`config.mk`:
```
export PLATFORM = sky130hd
export DESIGN_NAME = interval_timer
export DESIGN_NICKNAME = d
export VERILOG_FILES = /design/src/inc/interval_timer_pkg.sv /design/src/core/interval_timer.sv
export SDC_FILE = /design/constraint.sdc
export NUM_CORES = 1
export LEC_CHECK = 0
export ABC_AREA = 1
export BUFFER_PORTS_ARGS = -buffer_cell sky130_fd_sc_hd__clkbuf_2
export CAP_MARGIN = 20
export CORE_MARGIN = 2
export CORE_UTILIZATION = 40
export CTS_BUF_LIST = sky130_fd_sc_hd__clkbuf_8
export DETAILED_ROUTE_END_ITERATION = 8
export HOLD_SLACK_MARGIN = 0.12
export PLACE_DENSITY = 0.85
export SYNTH_ARGS = -nofsm -noshare
export SYNTH_HDL_FRONTEND = slang
export SYNTH_SLANG_ARGS = --single-unit
```
`constraint.sdc`:
```
create_clock -name clk_i -period 1.8 [get_ports clk_i]
set_input_delay 0.27 -clock clk_i [delete_from_list [all_inputs] [get_ports clk_i]]
set_output_delay 0.27 -clock clk_i [all_outputs]
set_load 0.05 [all_outputs]
```
`src/inc/interval_timer_pkg.sv`:
```
package interval_timer_pkg;

  localparam int unsigned WORD_W        = 32;
  localparam int unsigned ADDR_W        = 24;
  localparam int unsigned STAT_W        = 64;
  localparam int unsigned CR_W          = 32;
  localparam int unsigned CLK_MHZ       = 125;
  localparam int unsigned TICK_US       = 3330;
  localparam int unsigned TICK_CYCLES   = TICK_US * CLK_MHZ;
  localparam int unsigned EXT_MASK_BIT  = 7;
  localparam int unsigned CR0_TIMER_BIT = 24;
  localparam int unsigned DEC_BIT       = 23;
  localparam int unsigned EXT_MASK_IDX  = STAT_W - 1 - EXT_MASK_BIT;
  localparam int unsigned CR0_TIMER_IDX = CR_W - 1 - CR0_TIMER_BIT;
  localparam int unsigned DEC_IDX       = WORD_W - 1 - DEC_BIT;
  localparam logic [WORD_W-1:0] DEC_STEP  = 32'h0000_0001 << DEC_IDX;
  localparam logic [ADDR_W-1:0] WORD_ADDR = 24'h000050;
  localparam logic [WORD_W-1:0] ZERO_WORD = 32'h0000_0000;

  typedef enum logic [2:0] {
    ST_IDLE  = 3'b001,
    ST_READ  = 3'b010,
    ST_WRITE = 3'b100
  } timer_state_t;

  typedef struct packed {
    logic              req;
    logic              we;
    logic [ADDR_W-1:0] addr;
    logic [WORD_W-1:0] wdata;
  } mem_req_t;

  typedef struct packed {
    logic              ack;
    logic [WORD_W-1:0] rdata;
  } mem_rsp_t;

endpackage

```
`src/core/interval_timer.sv`:
```
// Operation
// [RQ1] Every 3.33 ms subtract one at bit 23 from the stored interval word.
// [RQ2] Raise an external interruption request when a decrement goes from zero to negative.
// [RQ3] Present the request only while program status word bit 7 and CR0 bit 24 are one.
// [RQ4] Stop decrementing while the time-of-day clock is stopped or in error.
// [RQ5] Word width and tick weight give a countdown range of about 15.5 hours.
// [RQ6] The word is 32-bit two's complement, updated by atomic read-modify-write.
`timescale 1ns/100ps
`default_nettype none
module interval_timer #(
  parameter int unsigned TICK_CYCLES_P = interval_timer_pkg::TICK_CYCLES
) (
  input  wire logic                                   clk_i,
  input  wire logic                                   sys_rst_i,
  input  wire logic                                   time_of_day_clock_stopped_i,
  input  wire logic                                   time_of_day_clock_error_i,
  input  wire logic [interval_timer_pkg::STAT_W-1:0]  program_status_word_i,
  input  wire logic [interval_timer_pkg::CR_W-1:0]    cr0_i,
  input  wire logic                                   ext_ack_i,
  input  wire interval_timer_pkg::mem_rsp_t           mem_rsp_i,
  output var  interval_timer_pkg::mem_req_t           mem_req_o,
  output var  logic                                   ext_irq_o,
  output var  logic                                   pending_o
);
  import interval_timer_pkg::*;

  localparam int unsigned CNT_W = $clog2(TICK_CYCLES_P + 1);
  localparam logic [CNT_W-1:0] CNT_LAST = CNT_W'(TICK_CYCLES_P - 1);
  localparam logic [CNT_W-1:0] CNT_ZERO = '0;

  timer_state_t      state;
  timer_state_t      next_state;
  logic [CNT_W-1:0]  cnt;
  logic [CNT_W-1:0]  next_cnt;
  logic              tick_due;
  logic              next_tick_due;
  logic              pending;
  logic              next_pending;
  logic              irq;
  logic              next_irq;
  mem_req_t          mreq;
  mem_req_t          next_mreq;
  logic              halted;
  logic              wrap;
  logic              underflow;
  logic [WORD_W-1:0] dec_word;

  // The interval keeps no time while the time-of-day clock cannot run.
  assign halted    = time_of_day_clock_stopped_i | time_of_day_clock_error_i; // [RQ4]
  assign wrap      = !halted && (cnt == CNT_LAST); // [RQ1]
  // A 32-bit word stepped at 2^8 spans 2^24 ticks, about 15.5 hours.
  assign dec_word  = mem_rsp_i.rdata - DEC_STEP; // [RQ1] [RQ5] [RQ6]
  assign underflow = !mem_rsp_i.rdata[WORD_W-1] && dec_word[WORD_W-1]; // [RQ2]

  always_comb begin
    next_cnt      = cnt;
    next_tick_due = tick_due;
    next_state    = state;
    next_mreq     = mreq;
    next_pending  = pending;
    if (!halted) begin // [RQ4]
      next_cnt = wrap ? CNT_ZERO : cnt + 1'b1;
    end
    if (wrap) begin
      next_tick_due = 1'b1;
    end
    case (state)
      ST_IDLE: begin
        // Ticks are not queued: one overrun tick is merged, never doubled.
        if ((tick_due || wrap) && !halted) begin // [RQ1] [RQ4]
          next_state     = ST_READ;
          next_tick_due  = 1'b0;
          next_mreq.req  = 1'b1;
          next_mreq.we   = 1'b0;
          next_mreq.addr = WORD_ADDR;
        end
      end
      ST_READ: begin
        // A halt mid-transfer lets the write finish, so the stored word is never torn.
        if (mem_rsp_i.ack) begin // [RQ6]
          next_state      = ST_WRITE;
          next_mreq.we    = 1'b1;
          next_mreq.wdata = dec_word; // [RQ1]
          if (underflow) begin
            next_pending = 1'b1; // [RQ2]
          end
        end
      end
      ST_WRITE: begin
        if (mem_rsp_i.ack) begin
          next_state    = ST_IDLE;
          next_mreq.req = 1'b0;
          next_mreq.we  = 1'b0;
        end
      end
      default: begin
        next_state = ST_IDLE;
        next_mreq  = '0;
      end
    endcase
    // A fresh underflow in the acknowledge cycle keeps the request pending.
    if (ext_ack_i && !(state == ST_READ && mem_rsp_i.ack && underflow)) begin
      next_pending = 1'b0;
    end
    // Gating the next value keeps the request pin a pure flip-flop output.
    next_irq = next_pending && program_status_word_i[EXT_MASK_IDX]
               && cr0_i[CR0_TIMER_IDX]; // [RQ3]
  end

  always_ff @(posedge clk_i) begin
    if (sys_rst_i) begin
      state    <= ST_IDLE;
      cnt      <= CNT_ZERO;
      tick_due <= 1'b0;
      pending  <= 1'b0;
      irq      <= 1'b0;
      mreq     <= '0;
    end else begin
      state    <= next_state;
      cnt      <= next_cnt;
      tick_due <= next_tick_due;
      pending  <= next_pending;
      irq      <= next_irq;
      mreq     <= next_mreq;
    end
  end

  assign mem_req_o = mreq;
  assign ext_irq_o = irq;
  assign pending_o = pending;
endmodule
`default_nettype wire

```
==> results of run 1 <==
## critical path, cell delays in order
cell      delay [ns]
clkbuf_2        0.09
nor2_1          0.14
nand2_1         0.09
nor2_1          0.20
nand2_4         0.07
inv_1           0.07
nand3_1         0.11
nor3_1          0.18
ha_1            0.27
or2_0           0.22
a21oi_1         0.13
## layer usage
layer | up-vias | track usage, % | part of all wire, %
met2 | 123 | 32.9 | 49
met5 | - | 0 | 0
li1 | 1619 | - | -
met1 | 1462 | 21.1 | 42
met3 | 25 | 4.55 | 5.8
met4 | 0 | 8.33 | 2.9
## final timing paths
path,startpoint,end,slack [ns]
setup / recovery,mem_rsp_i[14],mem_req_o[31],0.22
hold / removal,mem_rsp_i[3],mem_req_o[3],0.16
setup reg to reg,cnt[0],cnt[10],0.22
hold reg to reg,mem_req_o[10],mem_req_o[10],0.44
## flip-flops by register name (all words and copies together), names as in the netlist
register	flops
ext_irq_o	1
mem_req_o	34
state	3
pending_o	1
tick_due	1
cnt	19
## final cells by class
class / count / area [µm²]
Fill cell: 811 / 4100
Multi-Input combinational cell: 332 / 1750
Sequential cell: 59 / 1180
Timing Repair Buffer: 102 / 586
Inverter: 48 / 184
Tap cell: 105 / 131
Clock buffer: 9 / 124
Clock inverter: 7 / 37.5
## cells in the final DEF (no fill, tap or decap), drive strengths merged
cell type and n:
a21boi 1, a21o 1, a21oi 53, a22oi 1
a2bb2oi 1, and3 2, buf 25, clkbuf 86
clkinv 4, clkinvlp 2, conb 22, dfxtp 59
ha 4, inv 49, nand2 101, nand3 28
nand3b 1, nand4 8, nor2 58, nor3 14
nor3b 2, o21a 3, o21ai 15, o21bai 2
o31ai 2, or2 5, xnor2 3, xor2 5
## stage by stage
stage | power, mW | hold WS, ns | setup TNS, ns
4_1_cts | 2.65 | 0.147 | 0
6_report | 2.61 | 0.165 | 0
3_5_place_dp | 1.64 | 0.436 | -0.100
3_3_place_gp | 1.63 | 0.434 | -0.105
5_1_grt | 2.73 | 0.168 | 0
2_1_floorplan | 1.57 | 0.418 | 0
## cell families after synthesis
logic type / Yosys count / share of synthesized area (%)
and+or+nand+nor: 219 / 33.2
buffers and inverters: 84 / 13.4
xor gates and xnor gates: 8 / 2.13
AOI/OAI and AO/OA: 79 / 13.8
adders and majority gates: 4 / 1.52
DFF: 59 / 35.9
other: 1 / 0.114
## power groups by stage
| stage | sequential [mW] | combinational [mW] | clock, mW |
|---|---|---|---|
| finish | 1.31 | 0.298 | 1.00 |
| global route | 1.31 | 0.326 | 1.10 |
| CTS | 1.31 | 0.297 | 1.05 |
| detailed placement | 1.34 | 0.296 | 0 |
| global placement | 1.34 | 0.289 | 0 |
| floorplan | 1.34 | 0.233 | 0 |
==> flow_summary.toml, run 1 <==
[run_status]
status = "completed"

[clocking]
clock_latency_ns = 0.34
htree_levels = 3
post_cts_buffers = 0
cts_resized = 0
root_buffer = "clkbuf_8"
cts.sinks = 59
clock_path_buffers = 2
cts_made_buffers = 9
clk_pin_slew_ns = 0.07
cts_tree = "yes"
cts-hold-fix-buffers = 0

[synth]
ys_ff_latch = 59
syn_area_um2 = 3290
synth_top_area_share_pct = 35.9
synth.distinct_cells = 46
syn_avg_cell_area_um2 = 7.25
synthTopCellsByCount = "nand2_1, dfxtp_1, a21oi_1"
netlist_top_cells_area = "dfxtp_1, nand2_1, a21oi_1"
async_flop_share_pct = 0
synth-seq-area-share_pct = 35.9
synth-main-ff-cell = "dfxtp_1"
synthCells = 454
synth_edf_count = 0
yosysMostFrequentCell = "nand2_1"
yosys_warnings = 0
yosysTopAreaCell = "dfxtp_1"

[critical_path]
arrival_ns = 1.85
cp_max_fo = 2
cp-end-kind = "flip-flop"
r2r_cells = 9
cp-start-kind = "input port"
path_class = "input port to flip-flop"
critical_path_required_ns = 2.07

[timing]
setup_ws_ns = 0.215
fin_crit_ns = 1.58
hold_viol_final = 0
slew_violations = 0
worst_clock_skew_ns = 0.0136
max_clock_freq_mhz = 631
rsz0062_at_grt = "no"
finalCritPeriodShare_pct = 88.0
setup_violations = 0

[final_layout]
antenna_cells = 0
area_delta_synth_final_pct = 21.3
design_area_um2 = 3990
drive_above_1_share_pct = 28.9
nNetsFinal = 690
fin_util_pct = 49.3
fin_cells = 662

[drt]
viasPerCell = 4.88
routed_wl_um = 7800
drtIter0Drc = 127
wl_per_cell_um = 11.8
route.detailed.drc = 0
firstDrtPassIters = 5
antenna_left = 0
route.vias.total = 3229

[floorplan]
fp.dieW_um = 94.7
die-height_um = 94.7
io_pins = 194
dieArea_um2 = 8970
initial_core_util_pct = 40.7
coreArea_um2 = 8090
rows = 33

[place]
place_area_um2 = 3830
dp_hpwl_um = 5980
gp_congestion = 0.926
place.port_buffers = 77
pre_cts_slack_ns = -0.100
dp_cells = 646

[power]
p_switching_uw = 740
p_leak_nw = 1.78
pwr-share-seq_pct = 50.2
intPower_mw = 1.87
p_sw_share_pct = 28.3
ir_drop_mv = 0.532
power.clock.fraction_pct = 38.4
combPwrFrac_pct = 11.4
p_per_area_nw_per_um2 = 655

[global_routing]
grt.total_usage_pct = 18.6
antenna_found_initial = 0
overflow = 0
grt_max_degree = 37
grt_pass1_wl_um = 13200
grt_pass1_vias = 3106

[hold_path]
hold_depth = 3
min_path_type = "input port to flip-flop"

[flow_run]
cap_violations = 0
(Power assumes the default switching activity.)
==> run 2: changes to the inputs <==
Settings changed: GPL_TIMING_DRIVEN set to 0.
==> run 2 against run 1 <==
Compared with the run above: global-route usage shrank 0.45 points; combinational power grew 6.7%; die area is the same; first-iteration DRC count grew 43%; cell area grew 3.0%; via count shrank 0.28%; maximum frequency shrank 2.0%; clock skew shrank 0.0060 ns; count of clock-buffer cells in the layout grew 1; non-clock buffer count grew 14; worst setup slack lost 0.032 ns; routed wire length grew 0.47%; largest cell class unchanged.
==> flow_summary.toml, run 2 (same netlist as run 1, synthesis figures left out) <==
[run_status]
status = "completed"

[place]
dp_hpwl_um = 6080
gp_congestion = 0.940
place_area_um2 = 3880
place.port_buffers = 76

[power]
intPower_mw = 2.07
pwr-share-seq_pct = 46.5
power.clock.fraction_pct = 42.2
p_sw_share_pct = 26.4
ir_drop_mv = 0.385
combPwrFrac_pct = 11.3
p_leak_nw = 1.85
p_switching_uw = 745
p_per_area_nw_per_um2 = 686
power_mw = 2.82

[clocking]
clock_latency_ns = 0.33
cts_tree = "yes"
clock_path_buffers = 2
clk_pin_slew_ns = 0.07
cts.sinks = 59
root_buffer = "clkbuf_8"
cts_made_buffers = 9
cts-hold-fix-buffers = 0
htree_levels = 3

[critical_path]
cp-start-kind = "input port"
cp_max_fo = 5
path_class = "input port to flip-flop"
cp-end-kind = "flip-flop"
arrival_ns = 1.88
critical_path_required_ns = 2.06

[drt]
route.detailed.drc = 0
routed_wl_um = 7830
wl_per_cell_um = 11.6
antenna_left = 0
viasPerCell = 4.76
drtIter0Drc = 182
route.vias.total = 3220
firstDrtPassIters = 4

[timing]
hold_viol_final = 0
worst_clock_skew_ns = 0.00760
finalCritPeriodShare_pct = 89.8
tns_ns = 0
slew_violations = 0
rsz0062_at_grt = "no"
fin_crit_ns = 1.62
hold_slack_ns = 0.176
setup_violations = 0
max_clock_freq_mhz = 619

[floorplan]
dieArea_um2 = 8970
coreArea_um2 = 8090
rows = 33
io_pins = 194
initial_core_util_pct = 40.7
die-height_um = 94.7
fp.dieW_um = 94.7

[hold_path]
min_path_type = "input port to flip-flop"

[global_routing]
grt_pass1_vias = 3012
antenna_found_initial = 0
grt.total_usage_pct = 18.2
grt_pass1_wl_um = 13000
grt_max_degree = 11
overflow = 0

[final_layout]
fin_util_pct = 50.8
area_delta_synth_final_pct = 24.9
drive_above_1_share_pct = 30.3
final_cell_mix = "nand2_1, clkbuf_2, dfxtp_1"
antenna_cells = 0
fillers = 799
largest_register_ffs = 34
layout_commonest_cell = "nand2_1"
design_area_um2 = 4110
nNetsFinal = 704

[flow_run]
cap_violations = 0
-- run 2: path summary, 6_finish.rpt --
path	end	slack, ns	cells after the start	startpoint
setup / recovery	mem_req_o[31]	0.18	11	mem_rsp_i[12]
hold / removal	mem_req_o[3]	0.18	3	mem_rsp_i[3]
setup reg to reg	cnt[18]	0.24	8	cnt[0]
hold reg to reg	mem_req_o[57]	0.45	2	mem_req_o[57]
-- run 2: repair_timing --
| item | in CTS | in global routing |
|---|---|---|
| setup endpoints to repair | 0 | 1 |
| endpoints found under the hold margin | 0 | 0 |
| resized for setup | 0 | 1 |
| buffers inserted | 0 | 4 |
-- run 2: through the flow --
stage | worst slack (ns) | std cells
final | 0.183 | 676
after global routing | 0.0360 | 676
after CTS | 0.133 | 672
after detailed placement | -0.207 | 656
after global placement | -0.168 | 656
after floorplan | 0.141 | 475
-- run 2: cell type report --
cell class / instances / area, µm² / share of cell area (%)
Clock inverter: 6 / 56.3 / 1.37
Timing Repair Buffer: 80 / 410 / 9.98
Multi-Input combinational cell: 332 / 1750 / 42.6
Tap cell: 105 / 131 / 3.20
Inverter: 48 / 184 / 4.47
Sequential cell: 59 / 1180 / 28.7
Buffer: 36 / 256 / 6.24
Clock buffer: 10 / 138 / 3.35
-- run 2: power groups by stage --
stage               combinational, mW  clock, mW  sequential (mW)
finish                          0.318       1.19             1.31
global route                    0.346       1.27             1.31
CTS                             0.313       1.22             1.31
detailed placement              0.312          0             1.34
global placement                0.309          0             1.34
floorplan                       0.233          0             1.34
-- run 2: metal layers --
layer | GRT usage, % | vias to the layer above | routed length, µm
met3 | 3.19 | 21 | 478
met5 | 0 | - | 0
met1 | 21.9 | 1430 | 3350
met4 | 8.70 | 0 | 194
met2 | 31.3 | 127 | 3810
li1 | - | 1642 | -
-- run 2: worst max-delay path: stages --
cell	delay [ns]
clkbuf_2	0.11
inv_1	0.09
nand2_1	0.09
nor3_4	0.29
nand2_4	0.10
inv_1	0.07
nand3_1	0.10
nor3_2	0.14
ha_1	0.26
or2_0	0.23
a21oi_1	0.13
